===== config.mk =====
export PLATFORM = sky130hd
export DESIGN_NAME = hbep_bridge_ctrl
export DESIGN_NICKNAME = d
export VERILOG_FILES = /design/src/hbep_pkg.sv /design/src/hbep_bridge_ctrl.sv /design/src/hbep_oc_integrator.sv
export VERILOG_INCLUDE_DIRS = /design/src
export SDC_FILE = /design/constraint.sdc
export NUM_CORES = 1
export LEC_CHECK = 0
export BUFFER_PORTS_ARGS = -buffer_cell sky130_fd_sc_hd__buf_2
export CAP_MARGIN = 20
export CELL_PAD_IN_SITES_DETAIL_PLACEMENT = 1
export CELL_PAD_IN_SITES_GLOBAL_PLACEMENT = 1
export CORE_MARGIN = 4
export CORE_UTILIZATION = 50
export CTS_BUF_LIST = sky130_fd_sc_hd__clkbuf_4
export DETAILED_ROUTE_END_ITERATION = 12
export MAX_ROUTING_LAYER = met4
export PLACE_DENSITY_LB_ADDON = 0.08
export SLEW_MARGIN = 20
export SYNTH_ARGS = -nofsm -noshare
export SYNTH_HDL_FRONTEND = slang
export SYNTH_SLANG_ARGS = --single-unit

===== constraint.sdc =====
create_clock -name clk_i -period 4.7 [get_ports clk_i]
set_clock_uncertainty 0.2 [all_clocks]
set_input_delay 0.47 -clock clk_i [delete_from_list [all_inputs] [get_ports clk_i]]
set_output_delay 0.47 -clock clk_i [all_outputs]
set_load 0.02 [all_outputs]

===== src/hbep_consts.svh =====
// Named constants for the half-bridge enable and protection block.
// Assumes a 40 MHz system clock and a byte-wide register port.
//
// Functional notes
// - Four identical half-bridge drivers, one to four.
// - Control 0x06: high odd bits, low even.
// - Equal enable pair keeps both switches off.
// - Each driver has its own PWM enable.
// - Low-power mode entry clears all enables.
// - Over-temperature event clears all enables.
// - Flagged failures gate enables, outputs stay off.
// - Either switch over-current disables that driver.
// - Supply over/under-voltage disables all drivers.
// - Status 0x0A: open/short read-only, over-current W1C.
// - Open/short flags mirror live comparator result.
// - Open/short meaning depends on diag sources.
// - Over-current flag keeps its driver disabled.
// - Over-current qualifies only after 20 us.
// - Qualifier counts up on fault, down otherwise.
`ifndef HBEP_CONSTS_SVH
`define HBEP_CONSTS_SVH

//****************************************************
// Register map
//****************************************************
`define HBEP_ADDR_CTRL 5'h06
`define HBEP_ADDR_DIAG 5'h07
`define HBEP_ADDR_STAT 5'h0A
`define HBEP_RST_BYTE 8'h00
`define HBEP_RST_DRV 4'h0
`define HBEP_OSF_MSB 7
`define HBEP_OSF_LSB 4
`define HBEP_OCF_MSB 3
`define HBEP_OCF_LSB 0

//****************************************************
// Driver count and fault vector layout
//****************************************************
`define HBEP_NUM_DRV 4
`define HBEP_FLT_THERM 0
`define HBEP_FLT_HIGH 1
`define HBEP_FLT_LOW 2
`define HBEP_FLT_CP 3
`define HBEP_SYNC_W 16

//****************************************************
// Timing
//****************************************************
`define HBEP_CLK_PERIOD_NS 25
`define HBEP_OC_TIME_NS 20000
`define HBEP_OC_CYCLES ((`HBEP_OC_TIME_NS + `HBEP_CLK_PERIOD_NS - 1) / `HBEP_CLK_PERIOD_NS)
`define HBEP_OC_CW 10
`define HBEP_OC_ZERO 10'h000
`define HBEP_OC_ONE 10'h001

`endif


===== src/hbep_pkg.sv =====
// Types and byte-layout helpers for the half-bridge block.
// Assumes hbep_consts.svh is available on the include path.
package hbep_pkg;

    typedef logic [3:0] hbep_drv_t;
    typedef logic [7:0] hbep_byte_t;

    // High-side enables sit on the odd bits
    function automatic hbep_drv_t hbep_high(input hbep_byte_t b);
        hbep_high = {b[7], b[5], b[3], b[1]};
    endfunction

    // Low-side enables sit on the even bits
    function automatic hbep_drv_t hbep_low(input hbep_byte_t b);
        hbep_low = {b[6], b[4], b[2], b[0]};
    endfunction

endpackage


===== src/hbep_bridge_ctrl.sv =====
// Top of the half-bridge enable and protection block.
// Assumes the serial slave decodes frames and presents
// one-cycle register strobes on clk_i; analogue inputs
// are asynchronous and synchronised here.
`timescale 1ns/1ps
`default_nettype none
`include "hbep_consts.svh"

module hbep_bridge_ctrl (
    // Clock and reset
    input wire logic clk_i,
    input wire logic rstn_i,
    // Register port from the serial slave
    input wire logic reg_wr_i,
    input wire logic reg_rd_i,
    input wire logic [4:0] reg_addr_i,
    input wire logic [7:0] reg_wdata_i,
    output logic [7:0] reg_rdata_o,
    // Analogue comparators, asynchronous
    input wire logic [3:0] high_side_current_trip_i,
    input wire logic [3:0] low_side_current_trip_i,
    input wire logic [3:0] open_short_cmp_i,
    input wire logic thermal_fault_i,
    input wire logic supply_high_fault_i,
    input wire logic supply_low_fault_i,
    input wire logic charge_pump_fault_i,
    // Interrupt flags of the supply monitor, same clock
    input wire logic [3:0] fault_irq_flags_i,
    // Mode control, same clock
    input wire logic low_power_entry_i,
    // PWM, same clock
    input wire logic [3:0] pwm_en_i,
    input wire logic [3:0] pwm_i,
    // Power stage and diagnostics
    output logic [3:0] high_switch_on_o,
    output logic [3:0] low_switch_on_o,
    output logic [7:0] diag_source_ctrl_o,
    // Status-byte summary bit
    output logic bridge_overcurrent_summary_o
);

    //****************************************************
    // Input synchronisers
    //****************************************************
    logic [`HBEP_SYNC_W-1:0] sync_a;
    logic [`HBEP_SYNC_W-1:0] sync_b;

    always_ff @(posedge clk_i or negedge rstn_i) begin
        if (!rstn_i) begin
            sync_a <= '0;
            sync_b <= '0;
        end else begin
            sync_a <= {charge_pump_fault_i,
                       supply_low_fault_i,
                       supply_high_fault_i,
                       thermal_fault_i,
                       open_short_cmp_i,
                       low_side_current_trip_i,
                       high_side_current_trip_i};
            sync_b <= sync_a;
        end
    end

    hbep_pkg::hbep_drv_t och_s;
    hbep_pkg::hbep_drv_t ocl_s;
    hbep_pkg::hbep_drv_t osf_s;
    logic [3:0] fault_s;

    assign och_s = sync_b[3:0];
    assign ocl_s = sync_b[7:4];
    assign osf_s = sync_b[11:8];
    assign fault_s = sync_b[15:12];

    //****************************************************
    // Thermal event edge
    //****************************************************
    logic therm_q;
    logic therm_rise;

    always_ff @(posedge clk_i or negedge rstn_i) begin
        if (!rstn_i) begin
            therm_q <= 1'b0;
        end else begin
            therm_q <= fault_s[`HBEP_FLT_THERM];
        end
    end

    assign therm_rise = fault_s[`HBEP_FLT_THERM] & ~therm_q;

    //****************************************************
    // Over-current qualification per driver
    //****************************************************
    hbep_pkg::hbep_drv_t oc_raw;
    hbep_pkg::hbep_drv_t trip;

    assign oc_raw = och_s | ocl_s;

    genvar gi;
    generate
        for (gi = 0; gi < `HBEP_NUM_DRV; gi++) begin : g_drv
            hbep_oc_integrator u_oc (
                .clk_i(clk_i),
                .rstn_i(rstn_i),
                .oc_i(oc_raw[gi]),
                .trip_o(trip[gi])
            );
        end
    endgenerate

    //****************************************************
    // Register strobes
    //****************************************************
    logic wr_ctrl;
    logic wr_diag;
    logic wr_stat;

    assign wr_ctrl = reg_wr_i && (reg_addr_i == `HBEP_ADDR_CTRL);
    assign wr_diag = reg_wr_i && (reg_addr_i == `HBEP_ADDR_DIAG);
    assign wr_stat = reg_wr_i && (reg_addr_i == `HBEP_ADDR_STAT);

    //****************************************************
    // Enable control register
    //****************************************************
    hbep_pkg::hbep_byte_t enable_ctrl;

    // Automatic clears beat a write in the same cycle,
    // so software cannot re-arm through a mode change.
    always_ff @(posedge clk_i or negedge rstn_i) begin
        if (!rstn_i) begin
            enable_ctrl <= `HBEP_RST_BYTE;
        end else if (low_power_entry_i) begin
            enable_ctrl <= `HBEP_RST_BYTE;
        end else if (therm_rise) begin
            enable_ctrl <= `HBEP_RST_BYTE;
        end else if (wr_ctrl) begin
            enable_ctrl <= reg_wdata_i;
        end
    end

    //****************************************************
    // Diagnostic source register
    //****************************************************
    hbep_pkg::hbep_byte_t diag_ctrl;

    always_ff @(posedge clk_i or negedge rstn_i) begin
        if (!rstn_i) begin
            diag_ctrl <= `HBEP_RST_BYTE;
        end else if (therm_rise) begin
            diag_ctrl <= `HBEP_RST_BYTE;
        end else if (wr_diag) begin
            diag_ctrl <= reg_wdata_i;
        end
    end

    assign diag_source_ctrl_o = diag_ctrl;

    //****************************************************
    // Over-current flags, write one to clear
    //****************************************************
    hbep_pkg::hbep_drv_t oc_flags;
    hbep_pkg::hbep_drv_t next_oc_flags;
    hbep_pkg::hbep_drv_t oc_clr;

    assign oc_clr = wr_stat ? reg_wdata_i[`HBEP_OCF_MSB:`HBEP_OCF_LSB]
                            : `HBEP_RST_DRV;
    // A trip in the clearing cycle survives the clear
    assign next_oc_flags = (oc_flags & ~oc_clr) | trip;

    always_ff @(posedge clk_i or negedge rstn_i) begin
        if (!rstn_i) begin
            oc_flags <= `HBEP_RST_DRV;
        end else begin
            oc_flags <= next_oc_flags;
        end
    end

    always_ff @(posedge clk_i or negedge rstn_i) begin
        if (!rstn_i) begin
            bridge_overcurrent_summary_o <= 1'b0;
        end else begin
            bridge_overcurrent_summary_o <= |next_oc_flags;
        end
    end

    //****************************************************
    // Switch enables and safety gating
    //****************************************************
    hbep_pkg::hbep_drv_t hen;
    hbep_pkg::hbep_drv_t len;
    hbep_pkg::hbep_drv_t legal;
    hbep_pkg::hbep_drv_t pwm_ok;
    hbep_pkg::hbep_drv_t drv_ok;
    logic gate_all;

    assign hen = hbep_pkg::hbep_high(enable_ctrl);
    assign len = hbep_pkg::hbep_low(enable_ctrl);
    assign legal = hen ^ len;
    assign pwm_ok = ~pwm_en_i | pwm_i;
    // Flagged failures gate, supply faults act at once
    assign gate_all = (|(fault_s & fault_irq_flags_i))
                    | fault_s[`HBEP_FLT_HIGH]
                    | fault_s[`HBEP_FLT_LOW];
    assign drv_ok = legal & ~oc_flags & ~{4{gate_all}};

    always_ff @(posedge clk_i or negedge rstn_i) begin
        if (!rstn_i) begin
            high_switch_on_o <= `HBEP_RST_DRV;
            low_switch_on_o <= `HBEP_RST_DRV;
        end else begin
            high_switch_on_o <= drv_ok & hen & pwm_ok;
            low_switch_on_o <= drv_ok & len & pwm_ok;
        end
    end

    //****************************************************
    // Status read-back
    //****************************************************
    hbep_pkg::hbep_drv_t diag_en;
    hbep_pkg::hbep_drv_t osf_live;

    assign diag_en = hbep_pkg::hbep_high(diag_ctrl)
                   | hbep_pkg::hbep_low(diag_ctrl);
    // Unlatched: no diagnostic source means no result
    assign osf_live = osf_s & diag_en;

    always_ff @(posedge clk_i or negedge rstn_i) begin
        if (!rstn_i) begin
            reg_rdata_o <= `HBEP_RST_BYTE;
        end else if (reg_rd_i) begin
            case (reg_addr_i)
                `HBEP_ADDR_CTRL: begin
                    reg_rdata_o <= enable_ctrl;
                end
                `HBEP_ADDR_DIAG: begin
                    reg_rdata_o <= diag_ctrl;
                end
                `HBEP_ADDR_STAT: begin
                    reg_rdata_o <= {osf_live, oc_flags};
                end
                default: begin
                    reg_rdata_o <= `HBEP_RST_BYTE;
                end
            endcase
        end
    end
endmodule
`default_nettype wire


===== src/hbep_oc_integrator.sv =====
// Over-current qualifier for one driver.
// Assumes oc_i is already synchronised to clk_i.
`timescale 1ns/1ps
`default_nettype none
`include "hbep_consts.svh"

module hbep_oc_integrator (
    // Clock and reset
    input wire logic clk_i,
    input wire logic rstn_i,
    // Live over-current of either switch
    input wire logic oc_i,
    // One-cycle qualified trip
    output logic trip_o
);

    localparam logic [`HBEP_OC_CW-1:0] LIMIT_M1 =
        `HBEP_OC_CW'(`HBEP_OC_CYCLES - 1);

    logic [`HBEP_OC_CW-1:0] cnt;

    //****************************************************
    // Integrator
    //****************************************************
    // Restart from zero on a trip, so a persisting fault
    // needs a full window again, counted from that trip.
    always_ff @(posedge clk_i or negedge rstn_i) begin
        if (!rstn_i) begin
            cnt <= `HBEP_OC_ZERO;
        end else if (oc_i) begin
            if (cnt == LIMIT_M1) begin
                cnt <= `HBEP_OC_ZERO;
            end else begin
                cnt <= cnt + `HBEP_OC_ONE;
            end
        end else if (cnt != `HBEP_OC_ZERO) begin
            cnt <= cnt - `HBEP_OC_ONE;
        end
    end

    always_ff @(posedge clk_i or negedge rstn_i) begin
        if (!rstn_i) begin
            trip_o <= 1'b0;
        end else begin
            trip_o <= oc_i && (cnt == LIMIT_M1);
        end
    end
endmodule
`default_nettype wire


# Word level (Yosys, flattened, before mapping)
# Index checks and enable logic that the tools add are counted.
# op_classes
bitwise_logic,22
addsub,8
muxes,19
n_reduce_logical,19
n_eq_ne,7
# ops
op,count
$mux 10,12
$add 10x1->10 const B,4
$eq 10x10->1 const B,4
$mux 8,5
$reduce_bool 10->1,4
$sub 10x1->10 const B,4
$and 4x4->4,9
$pmux 8 s3,1
$not 4->4,4
$or 4x4->4,4
$eq 5x3->1 const B,2
$reduce_bool 2->1,5
$reduce_or 4->1,2
$logic_and 1x1->1,7
$eq 5x4->1 const B,1
$mux 4,1
$xor 4x4->4,1
$reduce_bool 3->1,1
$or 1x1->1,2
$and 1x1->1,1
$not 1->1,1
# word_totals
elab_cells,93
ff_bits,114

# Logic depth before layout (Yosys ltp)
# logic_depth
word_depth,8
depth_mapped,8
depth_no_buf,6

# Hierarchy
# A second synthesis with hierarchy kept.
# unflattened
hier_cells,537
area_unflattened_um2,5849.4
# modules_own_cells
module,area_per_inst_um2,cells_each,instances
hbep_oc_integrator,809.5,86,4
hbep_bridge_ctrl,2611.3,193,1

# Worst setup path after synthesis
# Ideal clock, no wire load.
# synth_timing
kind,flip-flop to flip-flop
from,register g_drv[3].u_oc.cnt[0]
to,register g_drv[3].u_oc.cnt[4]
period_less_slack_ps,2244
path_stages_with_launch,9
arrival_ps,1918
n_path_buf,2
required_time_ps,4373
setup_slack_ps,2456
setup_ps,127
path_cell_list,dfrtp_1 clkbuf_1 inv_1 ha_1 or4b_1 nor4b_2 buf_2 nor2_1 xor2_1
# synth_via
elab_chain_cells,3
word_cells_on_any_way,8
classes_between,2 x add/sub; 1 x eq/ne; 3 x mux; 2 x reduce/logical
# synth_rtl
item,line,text
"start, declared",hbep_oc_integrator.sv:20,logic [`HBEP_OC_CW-1:0] cnt;
"start signal, assigned",hbep_oc_integrator.sv:29,cnt <= `HBEP_OC_ZERO;
"start signal, assigned",hbep_oc_integrator.sv:32,cnt <= `HBEP_OC_ZERO;
"start signal, assigned",hbep_oc_integrator.sv:34,cnt <= cnt + `HBEP_OC_ONE;
"$sub 10x1->10 (no source line), or another cell as far along",-,
$mux 10 (on tied branches),"hbep_oc_integrator.sv:36, hbep_oc_integrator.sv:31",
$mux 10,hbep_oc_integrator.sv:30,end else if (oc_i) begin
# Parallel ways exist; a longest one is shown, timed or not. The select of a mux whose other input is x is not followed.
# A chain may end at the register's enable or synchronous reset.

# Final worst setup path
# layout_timing
from,register g_drv[3].u_oc.cnt[1]
to,register g_drv[3].u_oc.cnt[4]
# The elaborated chain is that of the path after synthesis.

==> results_dict.tcl <==
set metrics [dict create \
    status "complete, no violations" \
    dp_hpwl_um 10700 \
    clock_path_buffers 2 \
    htreeDepth 4 \
    die_h_um 114 \
    grt_pass1_wl_um 25900 \
    die_w_um 114 \
    area_growth_pct 15.5 \
    start_util_pct 51.5 \
    overflow 0 \
    sw_frac_of_total_pct 40.0 \
    post_cts_resized 0 \
    io-pin-count 71 \
    place_congestion 0.824 \
    fin_crit_sh_pct 55.8 \
    post_drt_wl_per_cell_um 19.5 \
    worstPathRequired_ps 4920 \
    drive_gt1_share_pct 18.3 \
    synthSimpleGateAreaFrac_pct 22.5 \
    dp.cells 738 \
    crit_chain "inv_1 > ha_1 > or4b_1 > nor4b_4 > nor2_1 > xor2_1" \
    cts.sinks 114 \
    grt_pass1_vias 5232 \
    drt_wl_total_um 15500 \
    grt_max_degree 76 \
    cts_made_buffers 17 \
    min_period_ps 2620 \
    yosysUniqueCellTypes 63 \
    clk_latency_ps 530 \
    critPathLaunchType "flop" \
    rsz0062_at_grt "no" \
    max_clock_freq_mhz 381 \
    finalSetupTns_ps 0 \
    cpPeakStageDelay_ps 660 \
    multi_input_comb_area_mm2 0.00249 \
    hold_violations 0 \
    crit_family "simple AND/OR/NAND/NOR gates" \
    critical_path.max_fanout 11 \
    via_per_inst 6.11 \
    critPathArrivalTime_ps 2840 \
    p_per_area_mw_per_mm2 464 \
    postRouteAntennaNets 0 \
    p_seq_share_pct 50.5 \
    nFillCells 1251 \
    yosysWarnings 0 \
    synth.ff_latch_count 114 \
    cts_tree "yes" \
    clkTransAtPathRegs_ps 100 \
    p_leak_uw 0.00279 \
    synth_compound_area_share_pct 16.9 \
    power_frac_comb_pct 27.8 \
    synth-seq-area-share_pct 50.6 \
    antenna_found_initial 0 \
    core_mm2 0.0109 \
    finalSetupViolCount 0 \
    intPower_uw 1810 \
    vias 4872 \
    synth_mux_area_share_pct 1.27 \
    end_kind "flop" \
    synth_area_mm2 0.00563 \
    finish.utilization_pct 59.5 \
    vdd_drop_max_mv 0.295 \
    die-area_mm2 0.0130 \
    drc 0 \
    critPathKind "flop to flop" \
    p_sw_uw 1210 \
    io_buffers 68 \
    gr-usage-all-layers_pct 26.0 \
    drt_pass1_iterations 4 \
    synth_fa_ha_area_share_pct 1.78 \
    syn_avg_cell_area_um2 9.94 \
    fin_cells 797 \
    synth_nets 621 \
    drv_cap 0 \
    syn_inst 567 \
    relSlewSlack_pct 42.7 \
    hp-class "input pin to flop" \
    worst-path-buf-inv 1 \
    num_rows 38 \
    synthXorXnorAreaFrac_pct 1.71 \
    p_clk_share_pct 21.7 \
    total_power_uw 3020 \
    cts-root-buf "clkbuf_4" \
    first_iter_violations 355 \
    layout.nets 698 \
    seq_area_mm2 0.00285 \
    synth_ff_type "dfrtp_1" \
    cts_setup_buffers 0 \
    tightest_slew_ps 856 \
    maxSlewViolCount 0 \
    synth_edf_count 0 \
    critPathSlowestCell "nor4b_4" \
    synthArstFlopShare_pct 100 \
    synth_top_family_by_area "simple AND/OR/NAND/NOR gates" \
    antenna_cells 0 \
]
-- layer usage --
metal	track usage, %	up-vias	part of all wire [%]	wire, µm
met5	-	-	0	0
met4	11.1	0	2.7	418
met3	5.87	32	3.4	531
met2	44.0	96	53	8170
met1	29.8	2471	41	6430
li1	-	2273	-	-
-- logic make-up after synthesis --
family	after synthesis
buffers and inverters	65
AND/OR/NAND/NOR	226
XOR/XNOR	11
flip-flops	114
AO/OA/AOI/OAI	136
multiplexers	7
adder cells (fa/ha/maj)	8
-- area by class of cell --
type	instances	area share, %
Clock inverter	12	1.42
Timing Repair Buffer	96	9.81
Tap cell	140	2.69
Inverter	27	1.56
Multi-Input combinational cell	388	38.4
Clock buffer	20	2.31
Sequential cell	114	43.9
-- power by group through the flow --
| stage | registers (µW) | logic [µW] | clock network (µW) |
|---|---|---|---|
| 6_report | 1530 | 840 | 653 |
| 5_1_grt | 1560 | 956 | 721 |
| 4_1_cts | 1520 | 831 | 670 |
| 3_5_place_dp | 1530 | 808 | 0 |
| 3_3_place_gp | 1510 | 750 | 0 |
| 2_1_floorplan | 1330 | 809 | 0 |
-- tightest hold or removal path: stages --
cell and delay, ps:
buf_2 90, a211o_1 130, nor3b_1 50
-- registers in the layout, indices dropped and copies added (netlist names) --
register and count:
low_switch_on_o 4, g_drv.u_oc.trip_o 4, high_switch_on_o 4, sync_a 16, g_drv.u_oc.cnt 40, sync_b 16, reg_rdata_o 8, therm_q 1
oc_flags 4, enable_ctrl 8, bridge_overcurrent_summary_o 1, diag_source_ctrl_o 8
-- Yosys cell counts, drive strengths merged (12+ instances only) --
cell type | count | area share (%)
nand4 | 14 | 1.6
a21oi | 32 | 2.8
nor3 | 28 | 2.5
dfrtp | 114 | 51
a211oi | 12 | 1.6
clkbuf | 24 | 1.6
inv | 27 | 1.8
nand3 | 27 | 2.4
nor2 | 47 | 3.2
nand2 | 35 | 2.3
o21ai | 17 | 1.5
buf | 14 | 1.8
-- cell usage in the layout (no fill, tap or decap), types with 6 or more instances in the layout --
cell	instances
a21oi_1	32
nand2_1	35
dlygate4sd3_1	26
or4_1	7
nand4_1	14
clkbuf_4	20
buf_2	67
a221oi_1	9
inv_1	27
nand3_1	27
o22ai_1	11
mux2i_1	6
nor3_1	28
o21ai_0	17
o211ai_1	6
a31oi_1	6
or3_1	8
dfrtp_1	114
nor3b_1	10
a211oi_1	12
ha_1	8
nor2_1	46
or2_2	7
xor2_1	11
nor4_1	9
-- timing repair --
item / 4_1_cts / 5_1_grt
endpoints found under the setup margin: 0 / 0
hold buffers: 26 / 0
endpoints found under the hold margin: 104 / 0
-- stage by stage --
stage / cell area, µm² / worst slack (ps) / hold slack, ps
2_1_floorplan: 5630 / 2460 / -25.6
3_3_place_gp: 5970 / 1930 / 132
3_5_place_dp: 5970 / 1780 / 136
4_1_cts: 6470 / 1730 / 2.05
5_1_grt: 6500 / 1900 / 9.18
6_report: 6500 / 2080 / 55.1
-- path summary, 6_finish.rpt --
path / start / endpoint / slack, ps / cells after the start
hold reg to reg: sync_a[10] / sync_b[10] / 160 / 0
setup / recovery: g_drv[3].u_oc.cnt[1] / g_drv[3].u_oc.cnt[4] / 2080 / 6
max in group asynchronous: rstn_i / therm_q / 3310 / 3
hold / removal: pwm_en_i[2] / high_switch_on_o[2] / 60 / 3
setup reg to reg: g_drv[3].u_oc.cnt[1] / g_drv[3].u_oc.cnt[4] / 2080 / 6
min in group asynchronous: rstn_i / g_drv[3].u_oc.cnt[8] / 170 / 2
Power figures use the tool's default switching activity.
